### src/rtl/prfc_pkg.sv
// package: register map, reset values, field positions and timing for the rate frequency counter
package prfc_pkg;
    // register byte addresses
    localparam logic [7:0] ADDR_THR_FIRST = 8'h2e;
    localparam logic [7:0] ADDR_THR_LAST = 8'h3d;
    localparam logic [7:0] ADDR_WIN_HIGH = 8'h3e;
    localparam logic [7:0] ADDR_WIN_LOW = 8'h3f;
    localparam logic [7:0] ADDR_SPARE_RW = 8'h40;
    localparam logic [7:0] ADDR_STATUS = 8'h41;
    localparam logic [7:0] ADDR_COUNT_HIGH = 8'h42;
    localparam logic [7:0] ADDR_COUNT_LOW = 8'h43;
    localparam logic [7:0] ADDR_SPARE_RO0 = 8'h44;
    localparam logic [7:0] ADDR_SPARE_RO1 = 8'h45;

    // reset values
    localparam logic [7:0] WIN_HIGH_RST = 8'h0c;
    localparam logic [7:0] WIN_LOW_RST = 8'h00;
    localparam logic [7:0] SPARE_RW_RST = 8'h00;
    // threshold bytes at indices 3..15, index 3 in the low byte
    localparam logic [103:0] THR_RST_TAIL = 104'h53_de_1f_de_1c_f0_e4_ef_e1_db_ae_db_1a;

    // field positions
    localparam int WIN_HIGH_MSB = 3;
    localparam int STAT_DONE_BIT = 0;
    localparam int STAT_MET_BIT = 1;
    localparam int STAT_FRAC_BIT = 2;
    localparam int STAT_REF_BIT = 3;
    localparam int FRAC_BAND = 1;
    localparam int NUM_BANDS = 4;
    localparam int THR_BYTES = 16;

    // reference detector timeout
    localparam int CLK_PERIOD_PS = 8000;
    localparam int REF_TIMEOUT_NS = 1000;
    localparam int REF_TIMEOUT_CYC = (REF_TIMEOUT_NS * 1000) / CLK_PERIOD_PS;

    // one band: inclusive low and high limits of the cycle count
    typedef struct packed {
        logic [15:0] low;
        logic [15:0] high;
    } prfc_band_s;

    typedef prfc_band_s [NUM_BANDS-1:0] prfc_band_arr_t;

    // status byte, bit 0 first from the right
    typedef struct packed {
        logic [3:0] rsvd;
        logic ref_present;
        logic frac_rate;
        logic in_band;
        logic done;
    } prfc_status_s;

    typedef enum logic [1:0] {
        ST_IDLE = 2'b01,
        ST_COUNT = 2'b10
    } prfc_state_e;
endpackage : prfc_pkg

### src/rtl/prfc_thresh_mem.sv
// threshold byte store: sixteen writable bytes, registered read, all bands exposed in parallel
`timescale 1ns/1ps
`default_nettype none
module prfc_thresh_mem
    import prfc_pkg::*;
#(
    parameter logic [23:0] THR_RST_HEAD = 24'h000000
) (
    // clock and reset
    input wire logic clk,
    input wire logic rst,
    // write port
    input wire logic wr_en,
    input wire logic [3:0] wr_idx,
    input wire logic [7:0] wr_data,
    // read port
    input wire logic rd_en,
    input wire logic [3:0] rd_idx,
    output logic [7:0] rd_data,
    // bands for the comparator
    output prfc_band_arr_t bands
);
    logic [7:0] mem [THR_BYTES];
    logic [127:0] rst_all;

    assign rst_all = {THR_RST_TAIL, THR_RST_HEAD};

    // each band is low high byte, low low byte, high high byte, high low byte
    for (genvar b = 0; b < NUM_BANDS; b++) begin : g_band
        assign bands[b].low = {mem[4*b], mem[4*b+1]};
        assign bands[b].high = {mem[4*b+2], mem[4*b+3]};
    end

    // byte store with reset defaults
    always_ff @(posedge clk) begin
        for (int i = 0; i < THR_BYTES; i++) begin
            if (rst) begin
                mem[i] <= rst_all[8*i +: 8];
            end else if (wr_en && wr_idx == 4'(i)) begin
                mem[i] <= wr_data;
            end
        end
    end

    // read data from a flop, loaded only on a read strobe so it stands while the address moves on
    always_ff @(posedge clk) begin
        if (rst) begin
            rd_data <= 8'h00;
        end else if (rd_en) begin
            rd_data <= mem[rd_idx];
        end
    end
endmodule : prfc_thresh_mem
`default_nettype wire

### src/rtl/prfc_top.sv
// rate frequency counter: window timer, divided vco counter, band check and status registers
// Operation
// - count divided vco cycles over the programmed number of reference cycles
// - window length resets to upper nibble 1100, lower byte zero; read/write
// - reference-present bit is 1 only when detector enabled and reference seen
// - fractional-rate bit is 1 when count falls in the fractional hd band
// - in-band bit tells whether latest count sits inside any of four bands
// - done flag is 1 after a finished measurement, 0 otherwise or disabled
// - sixteen-bit read-only count, high byte then low byte registers
// - each band has writable sixteen-bit low and high limits in byte registers
`timescale 1ns/1ps
`default_nettype none
module prfc_top
    import prfc_pkg::*;
#(
    parameter int WIN_W = 12,
    parameter int COUNT_W = 16,
    parameter logic [23:0] THR_RST_HEAD = 24'h000000
) (
    // clock and reset
    input wire logic CLK,
    input wire logic RST,
    // register port
    input wire logic [7:0] REG_ADDR,
    input wire logic REG_WR,
    input wire logic [7:0] REG_WDATA,
    input wire logic REG_RD,
    output logic [7:0] REG_RDATA,
    // measured clocks, sampled as levels
    input wire logic REF_CLK_IN,
    input wire logic VCO_DIV_IN,
    // enables
    input wire logic COUNT_ENABLE,
    input wire logic REF_DET_ENABLE,
    // status mirror
    output logic MEASURE_DONE,
    output logic COUNT_IN_BAND
);
    // the register map has room for exactly these widths
    if (WIN_W != 12 || COUNT_W != 16) begin : g_bad_width
        $error("prfc_top supports WIN_W=12 and COUNT_W=16 only");
    end

    localparam logic [7:0] REF_TIMEOUT = 8'(REF_TIMEOUT_CYC);

    prfc_state_e state;
    prfc_state_e next_state;
    logic [7:0] window_length_high;
    logic [7:0] window_length_low;
    logic [7:0] spare_rw;
    logic ref_prev;
    logic vco_prev;
    logic [WIN_W-1:0] ref_cnt;
    logic [COUNT_W-1:0] cycle_acc;
    logic [COUNT_W-1:0] cycle_count;
    logic measure_done;
    logic count_in_band;
    logic fractional_rate_seen;
    logic reference_present;
    logic [7:0] ref_gap;
    logic [7:0] local_rdata;
    logic rd_from_mem;
    prfc_band_arr_t bands;
    logic [7:0] mem_rdata;

    // inclusive band test, used for the any-band flag and the fractional band
    function automatic logic band_hit(input logic [15:0] c, input prfc_band_s b);
        band_hit = (c >= b.low) && (c <= b.high);
    endfunction : band_hit

    function automatic logic [COUNT_W-1:0] sat_inc(input logic [COUNT_W-1:0] v);
        sat_inc = (&v) ? v : v + COUNT_W'(1);
    endfunction : sat_inc

    // decode and datapath
    wire [WIN_W-1:0] window_length = {window_length_high[WIN_HIGH_MSB:0], window_length_low};
    wire [WIN_W-1:0] win_eff = (window_length == '0) ? WIN_W'(1) : window_length;
    wire ref_rise = REF_CLK_IN && !ref_prev;
    wire vco_rise = VCO_DIV_IN && !vco_prev;
    wire counting = (state == ST_COUNT);
    wire win_end = counting && ref_rise && (ref_cnt == win_eff - WIN_W'(1));
    wire [COUNT_W-1:0] final_count = vco_rise ? sat_inc(cycle_acc) : cycle_acc;
    wire any_band = band_hit(final_count, bands[0]) || band_hit(final_count, bands[1])
        || band_hit(final_count, bands[2]) || band_hit(final_count, bands[3]);
    wire frac_band = band_hit(final_count, bands[FRAC_BAND]);
    wire wr_win_high = REG_WR && REG_ADDR == ADDR_WIN_HIGH;
    wire wr_win_low = REG_WR && REG_ADDR == ADDR_WIN_LOW;
    wire wr_spare = REG_WR && REG_ADDR == ADDR_SPARE_RW;
    wire thr_sel = REG_ADDR >= ADDR_THR_FIRST && REG_ADDR <= ADDR_THR_LAST;
    wire [3:0] thr_idx = 4'(REG_ADDR - ADDR_THR_FIRST);
    prfc_status_s status;

    assign status = '{rsvd: 4'h0, ref_present: reference_present, frac_rate: fractional_rate_seen,
                      in_band: count_in_band, done: measure_done};
    assign MEASURE_DONE = measure_done;
    assign COUNT_IN_BAND = count_in_band;
    assign REG_RDATA = rd_from_mem ? mem_rdata : local_rdata;

    prfc_thresh_mem #(
        .THR_RST_HEAD(THR_RST_HEAD)
    ) u_thr (
        .clk(CLK),
        .rst(RST),
        .wr_en(REG_WR && thr_sel),
        .wr_idx(thr_idx),
        .wr_data(REG_WDATA),
        .rd_en(REG_RD),
        .rd_idx(thr_idx),
        .rd_data(mem_rdata),
        .bands(bands)
    );

    // writable window and spare registers
    always_ff @(posedge CLK) begin
        if (RST) begin
            window_length_high <= WIN_HIGH_RST;
            window_length_low <= WIN_LOW_RST;
            spare_rw <= SPARE_RW_RST;
        end else begin
            if (wr_win_high) window_length_high <= REG_WDATA;
            if (wr_win_low) window_length_low <= REG_WDATA;
            if (wr_spare) spare_rw <= REG_WDATA;
        end
    end

    // read mux; unmapped and reserved addresses read zero
    always_ff @(posedge CLK) begin
        if (RST) begin
            local_rdata <= 8'h00;
            rd_from_mem <= 1'b0;
        end else if (REG_RD) begin
            rd_from_mem <= thr_sel;
            case (REG_ADDR)
                ADDR_WIN_HIGH: local_rdata <= window_length_high;
                ADDR_WIN_LOW: local_rdata <= window_length_low;
                ADDR_SPARE_RW: local_rdata <= spare_rw;
                ADDR_STATUS: local_rdata <= status;
                ADDR_COUNT_HIGH: local_rdata <= cycle_count[15:8];
                ADDR_COUNT_LOW: local_rdata <= cycle_count[7:0];
                default: local_rdata <= 8'h00;
            endcase
        end
    end

    // edge detect of the sampled clock inputs
    always_ff @(posedge CLK) begin
        if (RST) begin
            ref_prev <= 1'b0;
            vco_prev <= 1'b0;
        end else begin
            ref_prev <= REF_CLK_IN;
            vco_prev <= VCO_DIV_IN;
        end
    end

    // window sequencer: idle clears, count runs back-to-back windows
    always_comb begin
        next_state = state;
        case (state)
            ST_IDLE: next_state = COUNT_ENABLE ? ST_COUNT : ST_IDLE;
            ST_COUNT: next_state = COUNT_ENABLE ? ST_COUNT : ST_IDLE;
            default: next_state = ST_IDLE;
        endcase
    end

    always_ff @(posedge CLK) begin
        if (RST) state <= ST_IDLE;
        else state <= next_state;
    end

    // window timer and cycle accumulator; a new window restarts on the same edge the old one ends
    // a rewritten length restarts the window, so the timer never runs past a shorter setting
    always_ff @(posedge CLK) begin
        if (RST || !counting || win_end || wr_win_high || wr_win_low) begin
            ref_cnt <= '0;
            cycle_acc <= '0;
        end else begin
            if (ref_rise) ref_cnt <= ref_cnt + WIN_W'(1);
            if (vco_rise) cycle_acc <= sat_inc(cycle_acc);
        end
    end

    // result latch; done drops while the counter is disabled
    always_ff @(posedge CLK) begin
        if (RST) begin
            cycle_count <= '0;
            count_in_band <= 1'b0;
            fractional_rate_seen <= 1'b0;
            measure_done <= 1'b0;
        end else if (!COUNT_ENABLE) begin
            measure_done <= 1'b0;
        end else if (win_end) begin
            cycle_count <= final_count;
            count_in_band <= any_band;
            fractional_rate_seen <= frac_band;
            measure_done <= 1'b1;
        end
    end

    // reference detector: absent after a timeout with no reference edge
    always_ff @(posedge CLK) begin
        if (RST || !REF_DET_ENABLE) begin
            ref_gap <= 8'h00;
            reference_present <= 1'b0;
        end else if (ref_rise) begin
            ref_gap <= 8'h00;
            reference_present <= 1'b1;
        end else if (ref_gap >= REF_TIMEOUT) begin
            reference_present <= 1'b0;
        end else begin
            ref_gap <= ref_gap + 8'h01;
        end
    end
endmodule : prfc_top
`default_nettype wire

### config.mk
export PLATFORM = sky130hd
export DESIGN_NAME = prfc_top
export DESIGN_NICKNAME = d
export VERILOG_FILES = /design/src/rtl/prfc_pkg.sv /design/src/rtl/prfc_thresh_mem.sv /design/src/rtl/prfc_top.sv
export SDC_FILE = /design/constraint.sdc
export NUM_CORES = 1
export LEC_CHECK = 0
export BUFFER_PORTS_ARGS = -buffer_cell sky130_fd_sc_hd__clkbuf_2
export CAP_MARGIN = 25
export CORE_MARGIN = 3
export CORE_UTILIZATION = 35
export CTS_CLUSTER_DIAMETER = 150
export DETAILED_ROUTE_END_ITERATION = 7
export PLACE_DENSITY_LB_ADDON = 0.1
export SLEW_MARGIN = 20
export SYNTH_ARGS = -nofsm -noshare
export SYNTH_HDL_FRONTEND = slang
export SYNTH_SLANG_ARGS = --single-unit
### constraint.sdc
create_clock -name CLK -period 5.3 [get_ports CLK]
set_clock_uncertainty 0.05 [all_clocks]
set_input_delay 0.265 -clock CLK [delete_from_list [all_inputs] [get_ports CLK]]
set_output_delay 0.265 -clock CLK [all_outputs]
set_load 0.005 [all_outputs]
Word-level counts from Yosys, hierarchy flattened
Memory sizes are Yosys's and may differ from the RTL's. A register that Yosys moved wholly into a read port is not among the register bits.
Cells that the tools add are included.
{"block": "totals", "ff_bits": 93, "latch_bits": 0, "mem_bits_rw": 128, "rom_bits": 0, "out_inout_bits": 10, "mem_count": 1}
{"block": "classes", "n_addsub": 5, "n_mul": 0, "n_div": 0, "n_lt_le_gt_ge": 11, "eq_ne": 24, "shifts": 0, "muxes": 74, "n_bitwise": 18, "reduce_logical": 50}
{"name": "u_thr.mem", "words": 16, "width": 8, "read_ports": 17, "rd_clocked_by_memory_dff": 1, "wr": 16, "line_no": "prfc_thresh_mem.sv:23", "text": "logic [7:0] mem [THR_BYTES];"}
{"op": "$mux 8", "n": 17}
{"op": "$ge 16x16->1", "n": 4}
{"op": "$le 16x16->1", "n": 4}
{"op": "$mux 1", "n": 52}
{"op": "$pmux 8 s6", "n": 1}
{"op": "$eq 4x4->1 const B", "n": 8}
{"op": "$eq 8x7->1 const B", "n": 4}
{"op": "$mux 16", "n": 2}
{"op": "$logic_and 1x1->1", "n": 29}
{"op": "$add 16x1->16 const B", "n": 1}
{"op": "$eq 4x3->1 const B", "n": 4}
{"op": "$eq 8x6->1 const B", "n": 2}
{"op": "$or 1x1->1", "n": 16}
{"op": "$reduce_and 16->1", "n": 1}
{"op": "$add 12x1->12 const B", "n": 1}
{"op": "$eq 12x12->1", "n": 1}
{"op": "$logic_not 12->1", "n": 1}
{"op": "$mux 12", "n": 1}
{"op": "$sub 12x1->12 const B", "n": 1}
{"op": "$add 8x1->8 const B", "n": 1}
{"op": "$eq 4x2->1 const B", "n": 2}
{"op": "$ge 8x6->1 const B", "n": 1}
{"op": "$ge 8x7->1 const B", "n": 1}
{"op": "$le 8x6->1 const B", "n": 1}
{"op": "12 further kinds", "n": 26}

Longest topological paths before layout
Gate-level depths: netlist of the first run.
{"block": "logic_depth", "word_depth": 8, "depth_mapped": 16, "ltp_nobuf": 16}

Modules after synthesis
From an unflattened synthesis of the first run, not the netlist that was laid out.
{"block": "unflattened", "cells_unflattened": 1457, "hier_area_um2": 14148.6}
{"module": "prfc_top", "instances": 1, "cells_each": 961, "area_per_inst_um2": 7850.0, "seq_area_each_um2": 1861.8}
{"module": "prfc_thresh_mem", "instances": 1, "cells_each": 496, "area_per_inst_um2": 6298.5, "seq_area_each_um2": 4003.8}

Least setup slack after synthesis of the first run
No wires, ideal clock.
{"block": "synth_timing", "path_kind": "flip-flop to flip-flop", "startpoint": "register cycle_acc[0]", "endpoint": "register count_in_band, in the netlist COUNT_IN_BAND", "setup_ps": 132, "arrival_ps": 3550, "t_required_ps": 5118, "slack_ps": 1568, "path_stages_with_launch": 16, "n_path_buf": 0, "period_less_slack_ps": 3732, "cell_sequence": "dfxtp_1 -> ha_1 -> nand4_1 -> nor3_1 -> nor3b_1 -> nor2_1 -> a31oi_1 -> ha_1 -> nand3_1 -> or4_1 -> a211oi_1 -> nor3_1 -> o22ai_1 -> o22ai_1 -> nor4_1 -> nor3_1"}
{"block": "synth_via", "elab_chain_len": 8}
{"item": "from (decl)", "line_no": "prfc_top.sv:54", "text": "logic [COUNT_W-1:0] cycle_acc;"}
{"item": "from (signal assigned)", "line_no": "prfc_top.sv:179", "text": "if (vco_rise) cycle_acc <= sat_inc(cycle_acc);"}
{"item": "$add 16x1->16 / $reduce_and 16->1 (equally long branches)", "line_no": "prfc_top.sv:72", "text": "sat_inc = (&v) ? v : v + COUNT_W'(1);"}
{"item": "$mux 16 * (2 in a row)"}
{"item": "net final_count[12]", "line_no": "prfc_top.sv:82", "text": "wire [COUNT_W-1:0] final_count = vco_rise ? sat_inc(cycle_acc) : cycle_acc;"}
{"item": "$ge 16x16->1 / $le 16x16->1 (equally long branches)", "line_no": "prfc_top.sv:68", "text": "band_hit = (c >= b.low) && (c <= b.high);"}
{"item": "$logic_and 1x1->1", "line_no": "prfc_top.sv:68"}
{"item": "$logic_or 1x1->1", "line_no": "prfc_top.sv:83", "text": "wire any_band = band_hit(final_count, bands[0]) || band_hit(final_count, bands[1])"}
{"item": "$logic_or 1x1->1", "line_no": "prfc_top.sv:84", "text": "|| band_hit(final_count, bands[2]) || band_hit(final_count, bands[3]);"}
{"item": "$logic_or 1x1->1 *", "line_no": "prfc_top.sv:84"}
{"item": "to (signal assigned)", "line_no": "prfc_top.sv:194", "text": "count_in_band <= any_band;"}
{"item": "to (decl)", "line_no": "prfc_top.sv:57", "text": "logic count_in_band;"}
Mark *: on every way through the listed nets, which the timed path passes. The rest lies on a longest branch.
A chain may end at the register's enable or synchronous reset.

Worst setup path in the final report of the first run
Same ends and word-level chain as after synthesis.

==> results of run 1 <==
## worst register-to-register path: cells and delay by family, from the launching register on
family / cells / cell delay [ns]
muxes: 1 / 0.43
and+or+nand+nor: 9 / 2.16
DFF: 1 / 0.39
AOI/OAI and AO/OA: 3 / 0.60
adders and majority gates: 2 / 0.58
## cells in the final DEF (no fill, tap or decap), types with 27 or more instances in the layout
cell type / netlist / layout
sky130_fd_sc_hd__mux2i_1: 31 / 31
sky130_fd_sc_hd__dfxtp_1: 101 / 101
sky130_fd_sc_hd__edfxtp_1: 128 / 128
sky130_fd_sc_hd__and2_1: 62 / 62
sky130_fd_sc_hd__nor2_1: 105 / 105
sky130_fd_sc_hd__nand2_1: 83 / 83
sky130_fd_sc_hd__nand3_1: 41 / 41
sky130_fd_sc_hd__ha_1: 136 / 136
sky130_fd_sc_hd__a21oi_1: 66 / 66
sky130_fd_sc_hd__mux4_2: 40 / 40
sky130_fd_sc_hd__clkbuf_16: 0 / 27
sky130_fd_sc_hd__nor2b_1: 30 / 30
sky130_fd_sc_hd__or3_1: 55 / 55
sky130_fd_sc_hd__clkbuf_2: 2 / 33
sky130_fd_sc_hd__inv_1: 140 / 140
sky130_fd_sc_hd__buf_4: 0 / 29
## power breakdown
group | leakage (nW) | total (W) | switching, W | internal (W)
logic | 4.11 | 0.000380 | 0.000242 | 0.000138
clock network | 0.424 | 0.00187 | 0.000785 | 0.00109
registers | 2.07 | 0.00199 | 0.0000520 | 0.00194
total | 6.61 | 0.00424 | 0.00108 | 0.00316
## worst max-delay path by stage
stage | from | endpoint
2_1_floorplan | cycle_acc[0] | COUNT_IN_BAND
3_3_place_gp | cycle_acc[0] | COUNT_IN_BAND
3_5_place_dp | cycle_acc[0] | COUNT_IN_BAND
4_1_cts | cycle_acc[0] | COUNT_IN_BAND
5_1_grt | cycle_acc[0] | COUNT_IN_BAND
6_report | cycle_acc[0] | COUNT_IN_BAND
## Yosys cell counts, types with 4 or more instances
| cell | n | share of area |
|---|---|---|
| sky130_fd_sc_hd__inv_1 | 140 | 0.038 |
| sky130_fd_sc_hd__nor3b_1 | 5 | 0.0027 |
| sky130_fd_sc_hd__clkbuf_1 | 54 | 0.015 |
| sky130_fd_sc_hd__o2111ai_1 | 5 | 0.0031 |
| sky130_fd_sc_hd__a211oi_1 | 13 | 0.0070 |
| sky130_fd_sc_hd__or3_1 | 55 | 0.025 |
| sky130_fd_sc_hd__a21o_1 | 24 | 0.013 |
| sky130_fd_sc_hd__and4_1 | 9 | 0.0056 |
| sky130_fd_sc_hd__buf_1 | 4 | 0.0011 |
| sky130_fd_sc_hd__mux2i_1 | 31 | 0.022 |
| sky130_fd_sc_hd__and2_1 | 62 | 0.028 |
| sky130_fd_sc_hd__dfxtp_1 | 101 | 0.14 |
| sky130_fd_sc_hd__a2111oi_0 | 4 | 0.0025 |
| sky130_fd_sc_hd__a22oi_1 | 9 | 0.0048 |
| sky130_fd_sc_hd__mux2_2 | 11 | 0.0089 |
| sky130_fd_sc_hd__edfxtp_1 | 128 | 0.28 |
| sky130_fd_sc_hd__nand4_1 | 25 | 0.011 |
| sky130_fd_sc_hd__o21ai_0 | 22 | 0.0079 |
| sky130_fd_sc_hd__nand2b_1 | 11 | 0.0049 |
| sky130_fd_sc_hd__and3_1 | 14 | 0.0063 |
| sky130_fd_sc_hd__a31oi_1 | 7 | 0.0031 |
| sky130_fd_sc_hd__nor3_1 | 21 | 0.0075 |
| sky130_fd_sc_hd__nor2_1 | 105 | 0.028 |
| sky130_fd_sc_hd__nand2_1 | 83 | 0.022 |
| sky130_fd_sc_hd__xor2_1 | 21 | 0.013 |
| sky130_fd_sc_hd__o21a_1 | 8 | 0.0043 |
| sky130_fd_sc_hd__xnor2_1 | 21 | 0.013 |
| sky130_fd_sc_hd__nor4_1 | 12 | 0.0054 |
| sky130_fd_sc_hd__nor2b_1 | 30 | 0.013 |
| sky130_fd_sc_hd__a21oi_1 | 66 | 0.024 |
| sky130_fd_sc_hd__mux4_2 | 40 | 0.064 |
| sky130_fd_sc_hd__ha_1 | 136 | 0.12 |
| sky130_fd_sc_hd__nand3_1 | 41 | 0.015 |
| sky130_fd_sc_hd__o21bai_1 | 8 | 0.0043 |
| sky130_fd_sc_hd__a222oi_1 | 4 | 0.0029 |
## layer usage
| metal | track usage | wire length (um) | vias up |
|---|---|---|---|
| met2 | 0.348 | 20600 | 217 |
| met4 | 0.0713 | 1670 | 0 |
| met1 | 0.300 | 21100 | 5097 |
| met3 | 0.0302 | 1870 | 77 |
| li1 | - | - | 5025 |
| met5 | 0 | 0 | - |
## state kept, by name, indices dropped and copies added (netlist names), 2 cells and up
signal / count
cycle_acc: 16
cycle_count: 16
local_rdata: 8
ref_cnt: 12
ref_gap: 8
spare_rw: 8
state: 2
u_thr.mem: 128
u_thr.rd_data: 8
window_length_high: 8
window_length_low: 8
## layout make-up
cell class	count	area share
multi-input cells	945	0.467
flip-flops and latches	229	0.375
clock buffers	34	0.0475
well taps	518	0.0414
inverters	140	0.0336
repair buffers	66	0.0270
clock inverters	15	0.00871
diodes	1	0.000160
## metrics by stage
stage	hold slack [ns]	utilization	worst slack [ns]	cell area (um2)	power [W]
final	0.0243	0.401	0.943	15700	0.00424
after global routing	0.0281	0.401	0.451	15700	0.00438
after CTS	0.00406	0.401	0.937	15700	0.00428
after detailed placement	0.400	0.378	0.961	14700	0.00241
after global placement	0.392	0.378	1.10	14700	0.00240
after floorplan	0.343	-	1.57	14000	0.00223
## cells by family after synthesis
| kind of cell | Yosys count |
|---|---|
| flops | 229 |
| xor+xnor | 42 |
| compound gates | 194 |
| simple gates | 491 |
| fa+ha+maj | 136 |
| mux | 82 |
| buf+inv | 206 |
==> results by group, run 1 <==
Run status
  – Status: complete, no violations

Setup path
  – Startpoint types: flop
  – Buffering stage count on the worst path with inverters included: 0
  – Critical register-to-register path startpoint: cycle_acc[0]
  – Maximum fanout along the worst path: 10
  – R2R depth: 15
  – Most common cell on crit path: sky130_fd_sc_hd__nor3_1
  – Crit-path leading delay family: simple AND/OR/NAND/NOR gates
  – Element type at the critical path end: flop
  – Critical path type: flop to flop
  – Path length in cells of the critical path: 15
  – Internal reg-to-reg setup slack: 0.94 ns
  – Largest incremental delay on the critical path: 0.56 ns
  – Slowest CP cell: sky130_fd_sc_hd__nor3b_1
  – Capture instance of the worst register-to-register path: COUNT_IN_BAND
  – Critical-path cell list: ha_1 > nand4_1 > nor3_1 > nor3b_1 > nand3_1 > mux2_2 > ha_1 > nand2_1 > or4_1 > a211oi_1 > nor3_1 > o22ai_1 > o22ai_1 > nor4_1 > nor3_1
  – Data required time at the worst endpoint: 5.65 ns
  – WP data arrival: 4.71 ns

Min path
  – Capture endpoint of the worst hold path: MEASURE_DONE
  – Hold path start: COUNT_ENABLE
  – Number of cells on the worst hold path: 2
  – Class of the tightest hold or removal check: primary input to flop

Placed design
  – Buffers on Ports: 33
  – Detailed Place HPWL: 32900 um
  – GP Congestion: 0.923
  – Count of placed standard cells including taps: 1894

Layout
  – Total of fill cells in the finished design: 3883
  – Share of layout cells above drive strength 1: 0.118
  – Final Non-Filler Cells: 1948
  – Syn-to-layout area delta: 12.0%
  – Final Net Count: 1569
  – Area of the multi-input gates: 0.00731 mm2
  – Storage element area: 0.00587 mm2

Die
  – Starting density of the core: 0.358
  – Number of standard-cell rows in the floorplan: 72
  – I/O Pins: 34
  – Placeable core region: 0.0390 mm2
  – DIE AREA: 0.0424 mm2
  – Horizontal die dimension: 206 um
  – Die Y: 206 um

CTS
  – Clock latency at the later pin of the worst-skew pair: 0.56 ns
  – Total number of H-tree levels: 1
  – Bufs on Longest Clock Path: 3
  – Num CTS Buffers: 27
  – Post-CTS setup-driven buffer insertion count: 0
  – Clock Tree Root: sky130_fd_sc_hd__clkbuf_16
  – CTS-repair resized insts: 0
  – TritonCTS clock tree: done
  – CTS sink cnt: 229
  – Clk slew on worst S/H paths: 0.06 ns
  – Hold bufs inserted after CTS: 4

GRT
  – Number of global-route vias before repair: 10411
  – Total Routing Usage GR: 0.216
  – Maximum number of pins on one net before global-route repair: 40
  – Antenna violations before repair: 0
  – Global-route wire length before repair: 67700 um
  – Total grt overflow: 0

Drt
  – Vias post-DR: 10416
  – Drt pass-1 iters: 5
  – Final ANT Viol Nets: 0
  – Number of design-rule violations left by the first detailed-router iteration: 761
  – Vias per cell: 5.35
  – Drt total wl: 45200 um
  – DRC violation count after routing: 0
  – Average wire length per cell after detail routing: 23.2 um

STA
  – Achievable clock frequency: 0.230 GHz
  – Minimum clock period after layout: 4.36 ns
  – Pin slew with the least headroom to its limit: 0.919 ns
  – RSZ-0062 raised after global routing: false
  – Final Hold Viols: 0
  – Total Neg Setup Slack: 0 ns
  – Portion of the clock cycle consumed by the worst path in the final layout: 0.822
  – Number of max-slew violations in the final report: 0
  – Final setup violation count: 0
  – Worst slew margin relative to its limit: 0.387

Yosys
  – Post-synthesis sequential element count: 229
  – Adder-Cell Fraction of Synth Area: 0.122
  – Count of synthesis-stage warnings from yosys: 0
  – Fraction of registers with async set or reset after synthesis: 0
  – Xor/xnor cell area share of the yosys netlist: 0.0263
  – Post-Synthesis Cell Area: 0.0140 mm2
  – Dominant combinational cell family by area after synthesis: simple AND/OR/NAND/NOR gates
  – Post-synthesis instance total: 1380
  – Fraction of the yosys area taken by sequential cells: 0.420
  – Number of synthesized flops with an enable pin: 128
  – Commonest register cell after synthesis: sky130_fd_sc_hd__edfxtp_1
  – Synthesized-area fraction occupied by and/or/nand/nor cells: 0.187
  – Post-Syn Area per Cell: 10.1 um2
  – Count of different cell masters after synthesis: 63
  – Portion of netlist area occupied by mux cells: 0.0955
  – Net count of the mapped netlist: 1540
  – Compound-cell area share of the yosys netlist: 0.0922

Run
  – MaxCap Viol Count: 0

Power
  – Maximum resistive drop on vdd: 0.209 mV
  – Leakage power of the design: 6.61 nW
  – Total power density per cell area: 271 mW/mm2
No activity file was read; power rests on OpenSTA's default activity.
==> inputs of run 2 (changes only) <==
==> constraint.sdc (replaced) <==
create_clock -name CLK -period 4.3 [get_ports CLK]
set_clock_uncertainty 0.05 [all_clocks]
set_input_delay 0.215 -clock CLK [delete_from_list [all_inputs] [get_ports CLK]]
set_output_delay 0.215 -clock CLK [all_outputs]
set_load 0.005 [all_outputs]
==> results by group, run 2 (synthesized netlist as in run 1, its figures left out) <==
Run status
  – Status: complete, no violations

Min path
  – Class of the tightest hold or removal check: primary input to flop

Setup path
  – Critical-path cell list: ha_1 > nand4_1 > nor3_2 > buf_4 > nor3b_1 > buf_4 > nand3_1 > mux2_4 > ha_1 > nand2_1 > or4_1 > a211oi_1 > nor3_1 > o22ai_1 > o22ai_1 > nor4_1 > nor3_1
  – Critical path type: flop to flop
  – Slowest CP cell: sky130_fd_sc_hd__or4_1
  – Element type at the critical path end: flop
  – Maximum fanout along the worst path: 6
  – Data required time at the worst endpoint: 4.68 ns
  – Buffering stage count on the worst path with inverters included: 2
  – Crit-path leading delay family: simple AND/OR/NAND/NOR gates
  – Largest incremental delay on the critical path: 0.53 ns
  – WP data arrival: 4.36 ns
  – Startpoint types: flop

Drt
  – DRC violation count after routing: 0
  – Met1 Routed Length: 20200 um
  – Final ANT Viol Nets: 0
  – Met3 wire len: 2310 um
  – Average wire length per cell after detail routing: 22.9 um
  – Drt total wl: 45200 um
  – Number of design-rule violations left by the first detailed-router iteration: 914
  – Drt pass-1 iters: 8
  – Topmost layer with routed signal wires: met4
  – Vias post-DR: 10422
  – Met2 wirelength from detailed routing: 21100 um
  – Vias per cell: 5.27

Die
  – DIE AREA: 0.0424 mm2
  – Horizontal die dimension: 206 um
  – Die Y: 206 um
  – Number of standard-cell rows in the floorplan: 72
  – I/O Pins: 34
  – Placeable core region: 0.0390 mm2
  – Starting density of the core: 0.358

CTS
  – Bufs on Longest Clock Path: 3
  – Clk slew on worst S/H paths: 0.06 ns
  – Clock Tree Root: sky130_fd_sc_hd__clkbuf_16
  – TritonCTS clock tree: done
  – Clock latency at the later pin of the worst-skew pair: 0.57 ns
  – CTS sink cnt: 229
  – Total number of H-tree levels: 1
  – Num CTS Buffers: 27

Placed design
  – Buffers on Ports: 33
  – Count of placed standard cells including taps: 1919
  – GP Congestion: 0.910
  – Instance area at placement: 0.0149 mm2
  – Detailed Place HPWL: 33400 um

STA
  – Number of max-slew violations in the final report: 0
  – Worst slew margin relative to its limit: 0.368
  – Final setup violation count: 0
  – Portion of the clock cycle consumed by the worst path in the final layout: 0.924
  – Achievable clock frequency: 0.252 GHz
  – RSZ-0062 raised after global routing: false
  – Final Hold Viols: 0
  – Minimum clock period after layout: 3.98 ns
  – Pin slew with the least headroom to its limit: 0.946 ns
  – Minimum hold slack: 0.0854 ns

Power
  – Logic gate share of total power: 0.094
  – Leakage power of the design: 6.73 nW
  – Portion of total power attributed to sequential cells: 0.489
  – Part of the total power dissipated in the clock network: 0.417
  – Cell Int Power: 0.00371 W
  – Maximum resistive drop on vdd: 0.320 mV
  – Total power draw: 0.00501 W
  – Switching power: 0.00130 W
  – Switching fraction of total power: 0.259
  – Total power density per cell area: 316 mW/mm2

Layout
  – Most frequent cells in the layout: sky130_fd_sc_hd__inv_1, sky130_fd_sc_hd__ha_1, sky130_fd_sc_hd__edfxtp_1
  – Final instance area: 0.0158 mm2
  – Total of fill cells in the finished design: 3823
  – Register ranked first by flip-flop count: u_thr.mem
  – Syn-to-layout area delta: 13.3%
  – Most common cell after layout, fill and taps aside: sky130_fd_sc_hd__inv_1
  – Final Non-Filler Cells: 1977
  – Storage element area: 0.00587 mm2
  – Largest registers in the final layout: u_thr.mem (128), cycle_acc (16), cycle_count (16)
  – Final Net Count: 1598
  – Area of the multi-input gates: 0.00735 mm2
  – Flip-flop count of the largest register, all copies and words added: 128
  – Number of antenna repair diodes: 0
  – Share of layout cells above drive strength 1: 0.134

GRT
  – Antenna violations before repair: 1
  – Total grt overflow: 0
  – Global-route wire length before repair: 67400 um
  – Maximum number of pins on one net before global-route repair: 48
  – Total Routing Usage GR: 0.216
  – Number of global-route vias before repair: 10387

Run
  – MaxCap Viol Count: 0
-- run 2: cell count changes in the layout (fill, tap and decap cells not counted), sizes merged --
cell         before  now
buf              30   58
bufinv            2    0
clkbuf           66   67
clkinv            6   13
clkinvlp          4    1
diode             1    0
dlygate4sd3       4    5
inv             143  141
-- run 2: cell type report --
type | instances | share of cell area
tap | 518 | 0.0409
clock inverter | 15 | 0.00466
clock buffer | 35 | 0.0446
timing repair buffer | 95 | 0.0414
multi-input combinational | 945 | 0.465
inverter | 140 | 0.0332
sequential | 229 | 0.371
-- run 2: worst paths after layout --
| check | startpoint | cells after the start | endpoint | slack [ns] |
|---|---|---|---|---|
| worst min register to register | spare_rw[1] | 2 | spare_rw[1] | 0.40 |
| worst min-delay path | RST | 2 | u_thr.rd_data[5] | 0.09 |
| worst max-delay path | cycle_acc[1] | 17 | COUNT_IN_BAND | 0.32 |
| worst max register to register | cycle_acc[1] | 17 | COUNT_IN_BAND | 0.32 |
-- run 2: per-stage QoR --
step / setup WS [ns] / util / setup TNS, ns
2_1_floorplan: 0.568 / - / 0
3_3_place_gp: -0.104 / 0.383 / -0.104
3_5_place_dp: 0.0634 / 0.383 / 0
4_1_cts: 0.0423 / 0.404 / 0
5_1_grt: 0.00423 / 0.406 / 0
6_report: 0.325 / 0.406 / 0
-- run 2: what timing repair did --
| item | CTS | global route |
|---|---|---|
| setup buffers | 0 | 2 |
| gates resized for setup | 0 | 6 |
| endpoints found under the setup margin | 0 | 11 |
| hold buffers | 5 | 0 |
| endpoints found under the hold margin | 10 | 0 |
-- run 2: routing by layer --
layer  global-route usage  vias to the layer above
met5                    0                        -
met3               0.0381                       70
met1                0.288                     5042
met2                0.358                      221
li1                     -                     5089
met4               0.0681                        0
-- run 2: power groups by stage --
stage	combinational, W	clock [W]	sequential [W]
global route	0.000511	0.00223	0.00246
floorplan	0.000291	0	0.00246
CTS	0.000473	0.00214	0.00245
detailed placement	0.000467	0	0.00250
global placement	0.000466	0	0.00250
finish	0.000468	0.00209	0.00245
